File: config.mk
export PLATFORM = sky130hd
export DESIGN_NAME = ppe_port
export DESIGN_NICKNAME = d
export VERILOG_FILES = /design/src/logic/ppe_pkg.sv /design/src/logic/ppe_port.sv
export SDC_FILE = /design/constraint.sdc
export NUM_CORES = 1
export LEC_CHECK = 0
export BUFFER_PORTS_ARGS = -buffer_cell sky130_fd_sc_hd__buf_2
export CORE_ASPECT_RATIO = 0.7
export CORE_MARGIN = 3
export CORE_UTILIZATION = 50
export DETAILED_ROUTE_END_ITERATION = 16
export PLACE_DENSITY = 0.78
export SLEW_MARGIN = 0
export SYNTH_ARGS = -nofsm -noshare
export SYNTH_HDL_FRONTEND = slang
export SYNTH_SLANG_ARGS = --single-unit
File: constraint.sdc
create_clock -name clk_sys -period 4.73 [get_ports clk_sys]
set_clock_uncertainty 0.05 [all_clocks]
set_input_delay 0 -clock clk_sys [delete_from_list [all_inputs] [get_ports clk_sys]]
set_output_delay 0 -clock clk_sys [all_outputs]
set_load 0.005 [all_outputs]
File: src/logic/ppe_pkg.sv
package ppe_pkg;
  // Register offsets within each window
  localparam logic [2:0] OFS1_DATA = 3'h0;
  localparam logic [2:0] OFS1_STAT = 3'h1;
  localparam logic [2:0] OFS1_CTRL = 3'h2;
  localparam logic [2:0] OFS1_EPP_FIRST = 3'h4;
  localparam logic [1:0] OFS2_FIFO = 2'h0;
  localparam logic [1:0] OFS2_CAPB = 2'h1;
  localparam logic [1:0] OFS2_ECR = 2'h2;
  localparam logic [15:0] WIN1_SPAN = 16'h0008;
  localparam logic [15:0] WIN2_SPAN = 16'h0003;
  // Port modes held in the extended control register
  localparam logic [2:0] MODE_STD = 3'h0;
  localparam logic [2:0] MODE_PS2 = 3'h1;
  localparam logic [2:0] MODE_COMPAT_DATA_FIFO = 3'h2;
  localparam logic [2:0] MODE_ECP = 3'h3;
  localparam logic [2:0] MODE_TEST = 3'h6;
  localparam logic [2:0] MODE_CONFIG = 3'h7;
  // Field positions
  localparam int DCR_DIR_BIT = 5;
  localparam int DCR_SELIN_BIT = 3;
  localparam int DCR_INIT_BIT = 2;
  localparam int DCR_AUTOFD_BIT = 1;
  localparam int DCR_STROBE_BIT = 0;
  localparam int ECR_FERR_DIS_BIT = 2;
  localparam int RLE_FLAG_BIT = 7;
  // Reset and fixed values
  localparam logic [7:0] DATA_RST = 8'h00;
  localparam logic [5:0] DCR_RST = 6'h00;
  localparam logic [2:0] ECR_MODE_RST = 3'h0;
  localparam logic [2:0] ECR_CTL_RST = 3'h1;
  localparam logic [1:0] DCR_HIGH_BITS = 2'h3;
  localparam logic [2:0] DSR_LOW_ONES = 3'h7;
  localparam logic [7:0] CAP_A_VAL = 8'h10;
  localparam logic [7:0] CAP_B_VAL = 8'h00;
  localparam logic [7:0] UNMAPPED_VAL = 8'hff;
  localparam int FIFO_DEPTH = 16;

  typedef enum logic [1:0] {EPP_IDLE, EPP_STB, EPP_END} ppe_epp_t;
  typedef enum logic [1:0] {FWD_IDLE, FWD_SETUP, FWD_STB, FWD_REL} ppe_fwd_t;
  typedef enum logic [1:0] {REV_IDLE, REV_REQ, REV_ACK, REV_PUSH} ppe_rev_t;
endpackage : ppe_pkg

File: src/logic/ppe_port.sv
`timescale 1ns/1ps
// Functional notes
// - Enhanced data read releases the data lines in the same cycle as strobing.
// - Enhanced data read drives the data strobe low once the read starts.
// - On wait released, strobe rises and the bus byte is captured and returned.
// - Sixteen-byte FIFO serves forward and reverse traffic.
// - Run-length bytes from the peripheral are expanded; no outgoing compression.
// - FIFO standard mode sends bytes with automatic strobe/busy handshake.
// - Forward and reverse automatic transfers are both supported.
// - Window one base from config bytes 60h/61h, window two from 62h/63h.
// - Three-bit mode selects standard, PS/2, FIFO, extended, test or config.
// - Plain data register at window one offset 0 only in modes 000/001.
// - Forward: host clock strobe and busy handshake each byte.
// - Reverse: peripheral clock and host acknowledge handshake each byte.
// - Host ack requests reverse bytes, marks command/data going forward.
// - Fault low during forward extended mode requests a reverse transfer.
// - Reverse request pin low turns the bus; peripheral drives then and during enhanced data reads.
// - Select-in output held high in extended mode.
// - Data register clears on reset; writes drive lines uninverted.
// - Reading the data register returns data port contents.
// - Capability A reads fixed 10h.
// - Status register low three bits read as one.
// - Extended control bits 7..5 hold the read/write mode.

module ppe_fifo #(
  parameter int WIDTH = 9,
  parameter int DEPTH = 16
) (
  input wire logic clk_sys, // System clock
  input wire logic reset, // Sync reset
  input wire logic flush, // Empty the buffer
  input wire logic in_valid, // Push request
  output logic in_ready, // Space available
  input wire logic [WIDTH-1:0] in_data, // Pushed word
  output logic out_valid, // Word available
  input wire logic out_ready, // Pop request
  output logic [WIDTH-1:0] out_data, // Head word
  output logic full, // No space
  output logic empty // No words
);
  localparam int AW = $clog2(DEPTH);
  initial begin
    if (DEPTH < 2 || (DEPTH & (DEPTH - 1)) != 0 || WIDTH < 1) $error("ppe_fifo: bad geometry");
  end
  logic [WIDTH-1:0] mem [DEPTH];
  logic [AW:0] wr_ptr_r, rd_ptr_r;
  logic push, pop;
  assign full = (wr_ptr_r[AW] != rd_ptr_r[AW]) && (wr_ptr_r[AW-1:0] == rd_ptr_r[AW-1:0]);
  assign empty = wr_ptr_r == rd_ptr_r;
  assign in_ready = !full;
  assign out_valid = !empty;
  assign push = in_valid && !full;
  assign pop = out_ready && !empty;
  assign out_data = mem[rd_ptr_r[AW-1:0]];
  always_ff @(posedge clk_sys) begin
    if (push) begin
      mem[wr_ptr_r[AW-1:0]] <= in_data;
    end
  end
  always_ff @(posedge clk_sys) begin
    if (reset || flush) begin
      wr_ptr_r <= '0;
      rd_ptr_r <= '0;
    end else begin
      if (push) begin
        wr_ptr_r <= wr_ptr_r + 1'b1;
      end
      if (pop) begin
        rd_ptr_r <= rd_ptr_r + 1'b1;
      end
    end
  end
endmodule : ppe_fifo

module ppe_port import ppe_pkg::*; #(
  parameter int DEPTH = FIFO_DEPTH
) (
  input wire logic clk_sys, // System clock, 20 MHz
  input wire logic reset, // Sync reset, active high
  input wire logic [7:0] cfg_base1_hi, // Config byte 60h
  input wire logic [7:0] cfg_base1_lo, // Config byte 61h
  input wire logic [7:0] cfg_base2_hi, // Config byte 62h
  input wire logic [7:0] cfg_base2_lo, // Config byte 63h
  input wire logic epp_enable, // Enhanced ports decoded
  input wire logic [15:0] io_addr, // Host I/O address
  input wire logic io_wr, // Host write pulse
  input wire logic [7:0] io_wdata, // Host write data
  input wire logic io_rd, // Host read pulse
  output logic [7:0] io_rdata, // Read data
  output logic io_rdy, // Read answer pulse
  input wire logic [7:0] parallel_data_lines_in, // Data lines in
  output logic [7:0] parallel_data_lines_out, // Data lines out
  output logic parallel_data_lines_oe, // Data lines drive enable
  output logic host_clock_out_n, // Strobe pin
  output logic host_ack_out_n, // Auto-feed pin
  output logic data_strobe_n, // Enhanced data strobe
  output logic reverse_request_out_n, // Init pin
  output logic select_in_out_n, // Select-in pin
  input wire logic periph_flow_ack, // Busy pin
  input wire logic periph_clock_in_n, // Ack pin
  input wire logic reverse_ack_n, // Paper-error pin
  input wire logic select_in, // Select pin
  input wire logic fault_in_n, // Fault pin
  output logic periph_request // Reverse request event pulse
);
  initial begin
    if (DEPTH != FIFO_DEPTH) $error("ppe_port: FIFO must hold 16 bytes");
  end

  function automatic logic in_win(input logic [15:0] a, input logic [15:0] b, input logic [15:0] span);
    logic [15:0] d;
    d = a - b;
    return (a >= b) && (d < span);
  endfunction : in_win

  logic [15:0] base1, base2, off1, off2;
  logic hit1, hit2;
  assign base1 = {cfg_base1_hi, cfg_base1_lo};
  assign base2 = {cfg_base2_hi, cfg_base2_lo};
  assign hit1 = in_win(io_addr, base1, WIN1_SPAN);
  assign hit2 = in_win(io_addr, base2, WIN2_SPAN);
  assign off1 = io_addr - base1;
  assign off2 = io_addr - base2;

  logic [7:0] data_r;
  logic [5:0] dcr_r;
  logic [2:0] mode_r, ecr_ctl_r;
  logic [7:0] last_r, fwd_data_r, rev_data_r, rle_cnt_r;
  logic fwd_cmd_r, rev_cmd_r, fault_d_r;
  ppe_epp_t epp_r;
  ppe_fwd_t fwd_r;
  ppe_rev_t rev_r;

  logic mode_plain, mode_fifo_out, dir_in, fwd_on, rev_on;
  assign mode_plain = (mode_r == MODE_STD) || (mode_r == MODE_PS2);
  assign mode_fifo_out = (mode_r == MODE_COMPAT_DATA_FIFO) || (mode_r == MODE_ECP);
  assign dir_in = (mode_r == MODE_STD || mode_r == MODE_COMPAT_DATA_FIFO) ? 1'b0 : dcr_r[DCR_DIR_BIT];
  assign fwd_on = mode_fifo_out && !dir_in;
  assign rev_on = (mode_r == MODE_ECP) && dir_in;

  logic wr1_data, wr1_ctrl, wr2_fifo, wr2_ecr, rd1_epp, rd2_fifo, addr_fifo_wr;
  assign wr1_data = io_wr && hit1 && off1[2:0] == OFS1_DATA && mode_plain;
  assign addr_fifo_wr = io_wr && hit1 && off1[2:0] == OFS1_DATA && mode_r == MODE_ECP && !dir_in;
  assign wr1_ctrl = io_wr && hit1 && off1[2:0] == OFS1_CTRL;
  assign wr2_fifo = io_wr && hit2 && off2[1:0] == OFS2_FIFO && (fwd_on || mode_r == MODE_TEST);
  assign wr2_ecr = io_wr && hit2 && off2[1:0] == OFS2_ECR;
  assign rd1_epp = io_rd && hit1 && off1[2:0] >= OFS1_EPP_FIRST && epp_enable && mode_plain;
  assign rd2_fifo = io_rd && hit2 && off2[1:0] == OFS2_FIFO && (rev_on || mode_r == MODE_TEST);

  // Shared buffer, tagged with a command bit
  logic f_in_valid, f_in_ready, f_out_valid, f_out_ready, f_full, f_empty, f_flush;
  logic [8:0] f_in_data, f_out_data;
  assign f_flush = mode_r == MODE_STD;
  always_comb begin
    f_in_valid = 1'b0;
    f_in_data = {1'b0, io_wdata};
    if (rev_r == REV_PUSH) begin
      f_in_valid = 1'b1;
      f_in_data = {1'b0, rev_data_r};
    end else if (addr_fifo_wr) begin
      f_in_valid = 1'b1;
      f_in_data = {1'b1, io_wdata};
    end else if (wr2_fifo) begin
      f_in_valid = 1'b1;
    end
  end
  assign f_out_ready = (fwd_r == FWD_IDLE && fwd_on) || rd2_fifo;

  ppe_fifo #(.WIDTH(9), .DEPTH(DEPTH)) u_fifo (
    .clk_sys(clk_sys),
    .reset(reset),
    .flush(f_flush),
    .in_valid(f_in_valid),
    .in_ready(f_in_ready),
    .in_data(f_in_data),
    .out_valid(f_out_valid),
    .out_ready(f_out_ready),
    .out_data(f_out_data),
    .full(f_full),
    .empty(f_empty)
  );

  always_ff @(posedge clk_sys) begin
    if (reset) begin
      data_r <= DATA_RST;
    end else if (wr1_data) begin
      data_r <= io_wdata;
    end
  end

  always_ff @(posedge clk_sys) begin
    if (reset) begin
      dcr_r <= DCR_RST;
    end else if (wr1_ctrl) begin
      dcr_r <= io_wdata[5:0];
    end
  end

  always_ff @(posedge clk_sys) begin
    if (reset) begin
      mode_r <= ECR_MODE_RST;
      ecr_ctl_r <= ECR_CTL_RST;
    end else if (wr2_ecr) begin
      mode_r <= io_wdata[7:5];
      ecr_ctl_r <= io_wdata[4:2];
    end
  end

  // Last byte popped, returned when test FIFO is read empty
  always_ff @(posedge clk_sys) begin
    if (reset) begin
      last_r <= DATA_RST;
    end else if (f_out_ready && f_out_valid) begin
      last_r <= f_out_data[7:0];
    end
  end

  // Enhanced data read handshake
  always_ff @(posedge clk_sys) begin
    if (reset) begin
      epp_r <= EPP_IDLE;
    end else begin
      case (epp_r)
        EPP_IDLE: begin
          if (rd1_epp) begin
            epp_r <= EPP_STB;
          end
        end
        EPP_STB: begin
          if (periph_flow_ack) begin
            epp_r <= EPP_END;
          end
        end
        EPP_END: begin
          if (!periph_flow_ack) begin
            epp_r <= EPP_IDLE;
          end
        end
        default: epp_r <= EPP_IDLE;
      endcase
    end
  end

  // Forward engine: buffer to peripheral
  always_ff @(posedge clk_sys) begin
    if (reset) begin
      fwd_r <= FWD_IDLE;
      fwd_data_r <= DATA_RST;
      fwd_cmd_r <= 1'b0;
    end else begin
      case (fwd_r)
        FWD_IDLE: begin
          if (fwd_on && f_out_valid) begin
            fwd_data_r <= f_out_data[7:0];
            fwd_cmd_r <= f_out_data[8];
            fwd_r <= FWD_SETUP;
          end
        end
        FWD_SETUP: begin
          if (!periph_flow_ack) begin
            fwd_r <= FWD_STB;
          end
        end
        FWD_STB: begin
          if (periph_flow_ack) begin
            fwd_r <= FWD_REL;
          end
        end
        FWD_REL: begin
          if (!periph_flow_ack) begin
            fwd_r <= FWD_IDLE;
          end
        end
        default: fwd_r <= FWD_IDLE;
      endcase
    end
  end

  // Reverse engine: peripheral to buffer, with run-length expansion
  always_ff @(posedge clk_sys) begin
    if (reset) begin
      rev_r <= REV_IDLE;
      rev_data_r <= DATA_RST;
      rev_cmd_r <= 1'b0;
      rle_cnt_r <= DATA_RST;
    end else begin
      case (rev_r)
        REV_IDLE: begin
          if (rev_on && f_in_ready) begin
            rev_r <= REV_REQ;
          end
        end
        REV_REQ: begin
          if (!periph_clock_in_n) begin
            rev_data_r <= parallel_data_lines_in;
            rev_cmd_r <= !periph_flow_ack;
            rev_r <= REV_ACK;
          end
        end
        REV_ACK: begin
          if (periph_clock_in_n) begin
            if (!rev_cmd_r) begin
              rev_r <= REV_PUSH;
            end else begin
              if (!rev_data_r[RLE_FLAG_BIT]) begin
                rle_cnt_r <= rev_data_r;
              end
              rev_r <= REV_IDLE;
            end
          end
        end
        REV_PUSH: begin
          if (f_in_ready) begin
            if (rle_cnt_r == 8'h00) begin
              rev_r <= REV_IDLE;
            end else begin
              rle_cnt_r <= rle_cnt_r - 8'h01;
            end
          end
        end
        default: rev_r <= REV_IDLE;
      endcase
    end
  end

  // Peripheral request on falling fault, forward extended mode only
  always_ff @(posedge clk_sys) begin
    if (reset) begin
      fault_d_r <= 1'b1;
      periph_request <= 1'b0;
    end else begin
      fault_d_r <= fault_in_n;
      periph_request <= fault_d_r && !fault_in_n && mode_r == MODE_ECP && !dir_in
                        && !ecr_ctl_r[ECR_FERR_DIS_BIT];
    end
  end

  // Host read answers
  logic [7:0] rd_val;
  always_comb begin
    rd_val = UNMAPPED_VAL;
    if (hit1 && off1[2:0] == OFS1_DATA) begin
      if (mode_plain) begin
        rd_val = (mode_r == MODE_PS2 && dir_in) ? parallel_data_lines_in : data_r;
      end
    end else if (hit1 && off1[2:0] == OFS1_STAT) begin
      rd_val = {!periph_flow_ack, periph_clock_in_n, reverse_ack_n, select_in, fault_in_n, DSR_LOW_ONES};
    end else if (hit1 && off1[2:0] == OFS1_CTRL) begin
      rd_val = {DCR_HIGH_BITS, dcr_r};
    end else if (hit2 && off2[1:0] == OFS2_FIFO) begin
      if (mode_r == MODE_CONFIG) begin
        rd_val = CAP_A_VAL;
      end else if (rd2_fifo) begin
        rd_val = f_empty ? last_r : f_out_data[7:0];
      end
    end else if (hit2 && off2[1:0] == OFS2_CAPB) begin
      if (mode_r == MODE_CONFIG) begin
        rd_val = CAP_B_VAL;
      end
    end else if (hit2 && off2[1:0] == OFS2_ECR) begin
      rd_val = {mode_r, ecr_ctl_r, f_full, f_empty};
    end
  end

  always_ff @(posedge clk_sys) begin
    if (reset) begin
      io_rdy <= 1'b0;
      io_rdata <= DATA_RST;
    end else begin
      io_rdy <= 1'b0;
      if (epp_r == EPP_STB && periph_flow_ack) begin
        io_rdy <= 1'b1;
        io_rdata <= parallel_data_lines_in;
      end else if (io_rd && !rd1_epp) begin
        io_rdy <= 1'b1;
        io_rdata <= rd_val;
      end
    end
  end

  // Pins
  always_comb begin
    parallel_data_lines_out = data_r;
    if (fwd_on) begin
      parallel_data_lines_out = fwd_data_r;
    end else if (mode_r == MODE_TEST) begin
      parallel_data_lines_out = f_empty ? last_r : f_out_data[7:0];
    end
  end
  assign parallel_data_lines_oe = !dir_in && epp_r == EPP_IDLE;
  assign data_strobe_n = epp_r != EPP_STB;
  assign host_clock_out_n = fwd_on ? fwd_r != FWD_STB : !dcr_r[DCR_STROBE_BIT];
  always_comb begin
    if (epp_r != EPP_IDLE) begin
      host_ack_out_n = data_strobe_n;
    end else if (rev_on) begin
      host_ack_out_n = rev_r != REV_REQ;
    end else if (fwd_on && mode_r == MODE_ECP) begin
      host_ack_out_n = fwd_cmd_r ? 1'b0 : 1'b1;
    end else begin
      host_ack_out_n = !dcr_r[DCR_AUTOFD_BIT];
    end
  end
  assign reverse_request_out_n = dcr_r[DCR_INIT_BIT];
  assign select_in_out_n = (mode_r == MODE_ECP) ? 1'b1 : !dcr_r[DCR_SELIN_BIT];
endmodule : ppe_port

---- Word-level counts from Yosys, hierarchy flattened ----
Memory sizes are Yosys's and may differ from the RTL's. A register that Yosys moved wholly into a read port is not among the register bits.
Index checks and enable logic that the tools add are counted.
word-level totals
  register bits after elaboration ......... 81
  RAM bits ................................ 144
  input bits .............................. 74
  memories kept ........................... 1
memories
  name        words  width  rd ports  clocked after Yosys merged registers in  write ports  RTL line        source
  u_fifo.mem  16     9      1         1                                        1            ppe_port.sv:45  logic [WIDTH-1:0] mem [DEPTH];
cells by class
  mux-type cells .......................... 55
  reductions and logical operators ........ 75
  bitwise operators ....................... 1
  equality and inequality tests ........... 38
  $lt $le $gt $ge ......................... 5
  $add $sub $neg .......................... 5
operators by type and width
  cell                                                          count
  two-way mux 8 bit                                             21
  logical AND 1 bit                                             42
  greater-or-equal comparator 16 bit                            2
  subtractor 16 bit                                             2
  != test 2 bit (second input constant)                         14
  two-way mux 2 bit                                             12
  two-way mux 9 bit                                             2
  less-than comparator 16 x 2 -> 1 bit (second input constant)  1
  less-than comparator 16 x 4 -> 1 bit (second input constant)  1
  case mux 2 bit (4 select lines)                               2
  case mux 8 bit (2 select lines)                               1
  two-way mux 1 bit                                             14
  == test 2 bit (second input constant)                         6
  adder 5 x 1 -> 5 bit (second input constant)                  2
  zero test 1 bit                                               10
  == test 3 x 2 -> 1 bit (second input constant)                3
  == test 2 x 1 -> 1 bit (second input constant)                4
  zero test 2 bit                                               4
  zero test 8 bit                                               1
  two-way mux 4 bit                                             2
  != test 2 x 1 -> 1 bit (second input constant)                4
  subtractor 8 x 1 -> 8 bit (second input constant)             1
  logical OR 1 bit                                              7
  == test 3 x 1 -> 1 bit (second input constant)                2
  other kinds (14)                                              19

---- Longest topological paths before layout ----
Gate-level depths: netlist of the first run.
  depth after elaboration ................. 14
  mapped depth ............................ 14

---- By module ----
Synthesis of the first run repeated with hierarchy kept, for this count alone.
second synthesis, totals
  cell total of the unflattened synthesis .. 1141
  area total of the unflattened synthesis .. 12520.8 µm²
modules (own cells, without submodules)
  module    cells an instance  sequential area each (µm²)  times used  area an instance (µm²)
  ppe_fifo  306                4604.4                      1           6432.4
  ppe_port  835                1421.4                      1           6088.3

---- Least setup slack after synthesis of the first run ----
Ideal clock, no wire load.
  path type ............................... input -> register
  from .................................... input io_addr[0]
  to ...................................... memory u_fifo.mem[0][8] (data pin)
  library setup time ...................... 0.335 ns
  arrival time ............................ 3.505 ns
  buffers on the path ..................... 1
  data required time ...................... 4.345 ns
  slack ................................... 0.840 ns
  stages .................................. 12
  cells stage by stage .................... inv_1 -> ha_1 -> inv_1 -> fa_1 -> nand3_1 -> a21oi_2 -> or2_1 -> or2_1 -> mux4_2 -> buf_2 -> or4b_2 -> nor3b_1
between the ends
  word-level cells in the longest chain between the ends .. 9
ends and longest elaborated chain
  item                                  RTL line         source
  start: declaration                    ppe_port.sv:85   input wire logic [15:0] io_addr,
  subtractor 16 bit                     ppe_port.sv:122  assign off1 = io_addr - base1;
  less-than comparator 16 x 4 -> 1 bit  ppe_port.sv:113  return (a >= b) && (d < span);
  logical AND 1 bit                     ppe_port.sv:113
  logical AND 1 bit                     ppe_port.sv:143  assign addr_fifo_wr = io_wr && hit1 && off1[2:0] == OFS1_DATA && mode_r == MODE_ECP && !dir_in;
  logical AND 1 bit * (3 in series)     ppe_port.sv:143
  two-way mux 9 bit *                   ppe_port.sv:160  end else if (addr_fifo_wr) begin
  two-way mux 9 bit *                   ppe_port.sv:157  if (rev_r == REV_PUSH) begin
  via f_in_data[8]                      ppe_port.sv:152  logic [8:0] f_in_data, f_out_data;
  end: declaration                      ppe_port.sv:45
The timed path passes the listed nets; every way through them passes the cells marked *.

---- Worst setup path after layout of the first run ----
  from .................................... input io_addr[0]
  to ...................................... register io_rdata[3]
between the ends
  word-level cells in the longest chain between the ends .. 14
ends and longest elaborated chain
  item                                  RTL line         source
  subtractor 16 bit                     ppe_port.sv:123  assign off2 = io_addr - base2;
  less-than comparator 16 x 2 -> 1 bit  ppe_port.sv:113
  logical AND 1 bit                     ppe_port.sv:113
  logical AND 1 bit (3 in series)       ppe_port.sv:148  assign rd2_fifo = io_rd && hit2 && off2[1:0] == OFS2_FIFO && (rev_on || mode_r == MODE_TEST);
  two-way mux 8 bit                     ppe_port.sv:353  end else if (rd2_fifo) begin
  two-way mux 8 bit                     ppe_port.sv:351  if (mode_r == MODE_CONFIG) begin
  two-way mux 8 bit                     ppe_port.sv:350  end else if (hit2 && off2[1:0] == OFS2_FIFO) begin
  two-way mux 8 bit                     ppe_port.sv:348  end else if (hit1 && off1[2:0] == OFS1_CTRL) begin
  two-way mux 8 bit                     ppe_port.sv:346  end else if (hit1 && off1[2:0] == OFS1_STAT) begin
  two-way mux 8 bit                     ppe_port.sv:342  if (hit1 && off1[2:0] == OFS1_DATA) begin
  two-way mux 8 bit                     ppe_port.sv:374  end else if (io_rd && !rd1_epp) begin
  two-way mux 8 bit                     ppe_port.sv:371  if (epp_r == EPP_STB && periph_flow_ack) begin
  end signal: assignment                ppe_port.sv:373  io_rdata <= parallel_data_lines_in;
  end signal: assignment                ppe_port.sv:376  io_rdata <= rd_val;
  end: declaration                      ppe_port.sv:89   output logic [7:0] io_rdata,
Several ways; a longest one is shown, not always the timed one. The select of a mux whose other input is x is not followed.
A chain may end at the register's enable or synchronous reset.

==> flow_metrics.env, run 1 <==
export IMPL_status="completed"
export IMPL_synthTopCellsByArea="edfxtp_1 (35%), dfxtp_1 (14%), mux4_2 (8.4%), mux2i_1 (4.5%), ha_1 (4.4%)"
export IMPL_crit_chain="buf_2, inv_1, ha_1, inv_1, fa_1, nand3_1, a21oi_2, or2_1, or2_1, mux4_2, or4_4, or4_1, o2111ai_1, o21ai_1, dlygate4sd3_1"
export IMPL_r2r_end="io_rdata[6]"
export IMPL_cts_clk_slew_worst_paths_ns=0.07
export IMPL_tightest_slew_ns=0.986
export IMPL_fin_cells=1546
export IMPL_yosys_area_share_simple_pct=14.9
export IMPL_syn_to_final_growth_pct=14.8
export IMPL_whs_path_depth=5
export IMPL_worst_hold_startpoint="epp_enable"
export IMPL_viasPerCell=6.34
export IMPL_whs_endpoint="epp_r[0]"
export IMPL_wl_per_cell_um=22.2
export IMPL_rsz0062_at_grt="no"
export IMPL_place_inst=1475
export IMPL_coreArea_sq_um=23900
export IMPL_setup_viol=0
export IMPL_netlist_area_sq_um=12300
export IMPL_rows=47
export IMPL_synth_xor_area_share_pct=1.21
export IMPL_dieArea_sq_um=26500
export IMPL_ys_types=84
export IMPL_die_h_um=137
export IMPL_drive_gt1_share_pct=17.4
export IMPL_muxShareOfSynthArea_pct=13.0
export IMPL_yosysSeqAreaShare_pct=49.0
export IMPL_worstPathRequired_ns=5.08
export IMPL_ant_nets=0
export IMPL_synth_top_cell_area_share_pct=35.2
export IMPL_setup_tns_final_ns=0
export IMPL_drtPass1Iterations=5
export IMPL_drt_iter0_drc=1233
export IMPL_slew_headroom_pct=34.0
export IMPL_drt_total_wl_um=34400
export IMPL_leakage_nw=5.22
export IMPL_synth_fa_ha_area_share_pct=4.70
export IMPL_grt_usage_pct=25.6
export IMPL_synth_edff_count=144
export IMPL_finalHoldViolCount=0
export IMPL_ys_seq_elements=229
export IMPL_synth_compound_area_share_pct=13.4
export IMPL_netlist_instances=1106
export IMPL_cts_tree="yes"
export IMPL_yosys_area_top_type="edfxtp_1"
export IMPL_syn_avg_cell_area_sq_um=11.1
export IMPL_crit_type="input pin to register"
export IMPL_cpMaxStageDelayCell="mux4_2"
export IMPL_io_pins=98
export IMPL_powerDensity_nw_per_um2=324
export IMPL_holdCritPathClass="input pin to register"
export IMPL_crit_path_max_fanout=13
export IMPL_reg2reg_depth=9
export IMPL_antenna_found_initial=1
export IMPL_root_buffer="clkbuf_16"
export IMPL_fin_area_sq_um=14100
export IMPL_vias=9800
export IMPL_dp_hpwl_um=24900
export IMPL_grt_max_degree=44
export IMPL_clkSinkCount=229
export IMPL_maxSlewViolCount=0
export IMPL_min_period_ns=3.76
export IMPL_start_util_pct=51.5
export IMPL_crit_path_end_kind="register"
export IMPL_ir_drop_mv=0.422
export IMPL_h_tree_depth=1
export IMPL_n_antenna_cell=0
export IMPL_fmax_ghz=0.266
export IMPL_fin_util_pct=59.1
export IMPL_async_flop_share_pct=0
export IMPL_cp_arrival_ns=4.11
export IMPL_critPathLaunchType="input pin"
export IMPL_dpl_instance_area_sq_um=13000
export IMPL_synthesis_nets=1225
export IMPL_synthFlopType="edfxtp_1"
export IMPL_cts_buffers=23
export IMPL_maxCapViolations=0
export IMPL_clk_latency_ns=0.52
export IMPL_nNetsFinal=1330
export IMPL_grt_pass1_wl_um=53700
export IMPL_synth_top_family_by_area="simple AND/OR/NAND/NOR gates"
export IMPL_layout_commonest_cell="edfxtp_1"
export IMPL_layout_common_cells="edfxtp_1 (144), buf_2 (97), nand2_1 (95), nor2_1 (89), dfxtp_1 (84)"
export IMPL_first_global_vias=9306
export IMPL_gp_congestion=0.987
export IMPL_clockBufferDepth=3
export IMPL_grt_ovfl_total=0
export IMPL_io_buffers=97
export IMPL_path_delay_family="simple AND/OR/NAND/NOR gates"
export IMPL_reg2reg_slack_ns=1.05
export IMPL_die_w_um=193
export IMPL_worst_path_buf_inv=4
export IMPL_cp_slowest_stage_delay_ns=0.61
export IMPL_post_route_period_util_pct=79.4
export IMPL_yosys_warnings=0
export IMPL_drc=0
state kept, by name, summed over array words and instances, names as in the netlist, 2 cells and up, named ones only:
name and flops:
u_fifo.mem 144, io_rdata 8, u_fifo.wr_ptr_r 5, ecr_ctl_r 3, rle_cnt_r 8, fwd_data_r 8
fwd_r 2, u_fifo.rd_ptr_r 5, data_r 8, rev_r 2, mode_r 3, rev_data_r 8
dcr_r 6, last_r 8, epp_r 2
cell type report:
type	count	area (sq um)
Clock buffer	29	651
Clock inverter	13	164
Fill cell	1954	9770
Inverter	53	199
Multi-Input combinational cell	767	5810
Sequential cell	229	6030
Tap cell	318	398
Timing Repair Buffer	137	858
metrics by stage:
stage	setup WS (ns)	total power, mW	hold slack, ns
2_1_floorplan	0.840	2.49	0.0456
3_3_place_gp	0.818	2.63	0.176
3_5_place_dp	0.641	2.63	0.180
4_1_cts	1.04	4.58	0.00108
5_1_grt	0.763	4.72	0.0606
6_report	0.972	4.57	0.00978
logic make-up (layout without fill, tap and decap cells):
group                    after synthesis  in the layout
AO/OA/AOI/OAI                        242            242
multiplexers                         102            102
AND/OR/NAND/NOR                      361            361
adder cells (fa/ha/maj)               45             45
XOR/XNOR                              17             17
flip-flops                           229            229
buffers and inverters                110            232
tightest hold or removal path: stages:
cell and delay, ns:
buf_2 0.10, nand3_1 0.12, nor4_1 0.07, a31oi_1 0.17
nor3_1 0.05
routing by layer:
layer,GRT usage (%),wire length [um],up-vias
met4,4.86,531,2
li1,-,-,4434
met2,37.8,14700,603
met3,8.78,4840,52
met1,37.3,14300,4709
met5,0,9,-
power by group:
part           total, mW  switching, mW  internal, mW
combinational      0.497          0.306         0.190
sequential          2.13        0.00389          2.12
clock               1.95          0.795          1.15
total               4.57           1.10          3.47
cells in the mapped netlist, drive strengths merged (3+ instances only):
library cell	number
edfxtp	144
nand2	97
nor2	89
dfxtp	85
a21oi	66
mux2i	56
inv	52
mux4	46
ha	43
o21ai	42
clkbuf	31
nor3	27
buf	26
nand3	24
and3	20
a211oi	17
a22oi	14
nand2b	14
a21o	13
nand4	13
nor2b	12
o21a	12
a2111oi	11
o211ai	10
or3	10
nand3b	9
nor4	9
xor2	9
or4	8
xnor2	8
o22ai	7
a211o	6
a31oi	6
or2	6
and2	5
o2111ai	5
a221oi	4
and4	4
nor3b	3
o21bai	3
o31ai	3
how the worst max path moves through the flow:
stage | from | end | cells after the start
global placement | io_addr[0] | u_fifo.mem[15][1] | 13
finish | io_addr[0] | io_rdata[3] | 15
CTS | register | io_rdata[6] | 9
global route | cfg_base1_lo[4] | io_rdata[3] | 13
detailed placement | io_addr[0] | u_fifo.mem[1][6] | 14
floorplan | io_addr[0] | u_fifo.mem[0][8] | 12
timing repair:
| action | CTS | global route |
|---|---|---|
| gates resized for setup | 0 | 0 |
| endpoints found under the hold margin | 64 | 0 |
| setup endpoints to repair | 0 | 0 |
| hold buffers | 29 | 0 |
| setup buffers | 0 | 0 |
Power figures use the tool's default switching activity.
==> run 2, diff against run 1 <==
- clock period: 4.73 -> 3.8 ns (I/O delays scaled with it)
==> run 2 against run 1 <==
Net effect:
- cell area is 1.5% higher
- die area unchanged
- count of clock-buffer cells in the layout up 5
- sequential power is 24% higher
- critical path type unchanged
- highest routed layer unchanged
- combinational power increased by 32%
- worst hold slack improved by 0.021 ns
- clock power grew 18%
- critical path depth is 1 higher
- register-to-register slack worse by 0.51 ns
==> flow_metrics.env, run 2 (synthesis results as in run 1) <==
export IMPL_worstPathRequired_ns=4.23
export IMPL_ir_drop_mv=0.445
export IMPL_maxSlewViolCount=0
export IMPL_fmax_ghz=0.283
export IMPL_min_period_ns=3.53
export IMPL_first_global_vias=9292
export IMPL_drtPass1Iterations=7
export IMPL_largest_reg_flops=144
export IMPL_critPathLaunchType="input pin"
export IMPL_crit_path_end_kind="register"
export IMPL_grt_pass1_wl_um=54200
export IMPL_worst_path_buf_inv=5
export IMPL_layout_common_cells="edfxtp_1 (144), buf_2 (97), nand2_1 (95), nor2_1 (89), dfxtp_1 (84)"
export IMPL_maxCapViolations=0
export IMPL_root_buffer="clkbuf_16"
export IMPL_cp_arrival_ns=3.96
export IMPL_rows=47
export IMPL_grt_max_degree=50
export IMPL_fin_util_pct=60.0
export IMPL_grt_usage_pct=25.9
export IMPL_ant_nets=0
export IMPL_n_antenna_cell=0
export IMPL_io_buffers=97
export IMPL_rsz0062_at_grt="no"
export IMPL_cp_slowest_stage_delay_ns=0.65
export IMPL_reg2reg_slack_ns=0.54
export IMPL_crit_type="input pin to register"
export IMPL_slew_headroom_pct=31.3
export IMPL_h_tree_depth=1
export IMPL_drt_iter0_drc=1203
export IMPL_cts_resized=0
export IMPL_holdCritPathClass="input pin to register"
export IMPL_post_route_period_util_pct=92.9
export IMPL_vias=9940
export IMPL_crit_path_max_fanout=12
export IMPL_die_w_um=193
export IMPL_dp_slack_ns=0.0882
export IMPL_gp_congestion=0.992
export IMPL_syn_to_final_growth_pct=16.5
export IMPL_cts_clk_slew_worst_paths_ns=0.06
export IMPL_drive_gt1_share_pct=19.0
export IMPL_antenna_found_initial=1
export IMPL_start_util_pct=51.5
export IMPL_cpMaxStageDelayCell="o41ai_4"
export IMPL_nNetsFinal=1359
export IMPL_dpl_instance_area_sq_um=13300
export IMPL_tightest_slew_ns=1.03
export IMPL_drt_total_wl_um=35000
export IMPL_setup_slack_ns=0.270
export IMPL_setup_viol=0
export IMPL_cts_tree="yes"
export IMPL_die_h_um=137
export IMPL_viasPerCell=6.31
export IMPL_leakage_nw=5.33
export IMPL_clkSinkCount=229
export IMPL_coreArea_sq_um=23900
export IMPL_path_delay_family="simple AND/OR/NAND/NOR gates"
export IMPL_grt_ovfl_total=0
export IMPL_finalHoldViolCount=0
export IMPL_crit_chain="buf_2, inv_1, ha_1, inv_1, fa_1, nand3_1, a21oi_2, or2_1, or2_1, mux4_2, buf_4, o41ai_4, and2b_1, a22oi_1, o21ai_1, dlygate4sd3_1"
export IMPL_status="completed"
export IMPL_fin_area_sq_um=14300
export IMPL_layout_commonest_cell="edfxtp_1"
export IMPL_setup_tns_final_ns=0
export IMPL_dp_hpwl_um=25400
export IMPL_dieArea_sq_um=26500
export IMPL_cts_buffers=24
export IMPL_fillers=1908
export IMPL_wl_per_cell_um=22.2
export IMPL_drc=0
export IMPL_clk_latency_ns=0.54
export IMPL_powerDensity_nw_per_um2=392
export IMPL_io_pins=98
export IMPL_clockBufferDepth=3
run 2: cell count changes in the layout (fill, tap and decap cells not counted), moves of 2 or more:
| cell | change |
|---|---|
| buf_4 | +27 |
| clkbuf_1 | +5 |
| buf_12 | +3 |
| bufinv_16 | -2 |
| clkinv_1 | +2 |
| clkinvlp_4 | -2 |
| dlygate4sd3_1 | -2 |
run 2: timing repair:
item,in CTS,in global routing
hold buffers,27,0
setup buffers,0,0
hold endpoints to repair,60,0
run 2: final cells by class:
cell class | count | area [sq um] | share of cell area [%]
flip-flops and latches | 229 | 6030 | 42.1
inverters | 53 | 199 | 1.39
multi-input cells | 767 | 5820 | 40.6
repair buffers | 165 | 1100 | 7.69
well taps | 318 | 398 | 2.78
clock buffers | 34 | 669 | 4.67
clock inverters | 9 | 111 | 0.777
run 2: worst paths after layout:
path              start             end  cells after the start
max reg2reg    register     io_rdata[1]                      8
min          epp_enable        epp_r[0]                      5
max          io_addr[0]     io_rdata[1]                     16
min reg2reg   fault_d_r  periph_request                      2
run 2: power by group:
group | switching, mW | internal (mW) | total, mW
logic | 0.397 | 0.257 | 0.654
registers | 0.00503 | 2.64 | 2.65
clock network | 0.991 | 1.32 | 2.31
total | 1.39 | 4.22 | 5.61
run 2: per-stage QoR:
step / instances / hold slack [ns] / total power [mW]
after floorplan: 1106 / 0.0456 / 3.10
after global placement: 1505 / 0.180 / 3.31
after detailed placement: 1505 / 0.186 / 3.31
after CTS: 1575 / 0.0166 / 5.61
after global routing: 1575 / 0.0555 / 5.77
final: 1575 / 0.0306 / 5.61
run 2: worst register-to-register path, cell delays in order (launching register included):
cell and delay (ns):
dfxtp_2 0.49, buf_12 0.28, mux4_2 0.64, mux4_2 0.52, mux2i_1 0.22, a21oi_1 0.10
a211oi_1 0.24, o21ai_1 0.08, dlygate4sd3_1 0.55
run 2: routing by layer:
metal | vias up | part of all wire [%] | global-route usage (%)
met5 | - | 0.020 | 0
met4 | 2 | 1.7 | 4.70
met3 | 65 | 12 | 7.41
met2 | 589 | 42 | 37.8
met1 | 4816 | 44 | 39.0
li1 | 4468 | - | -
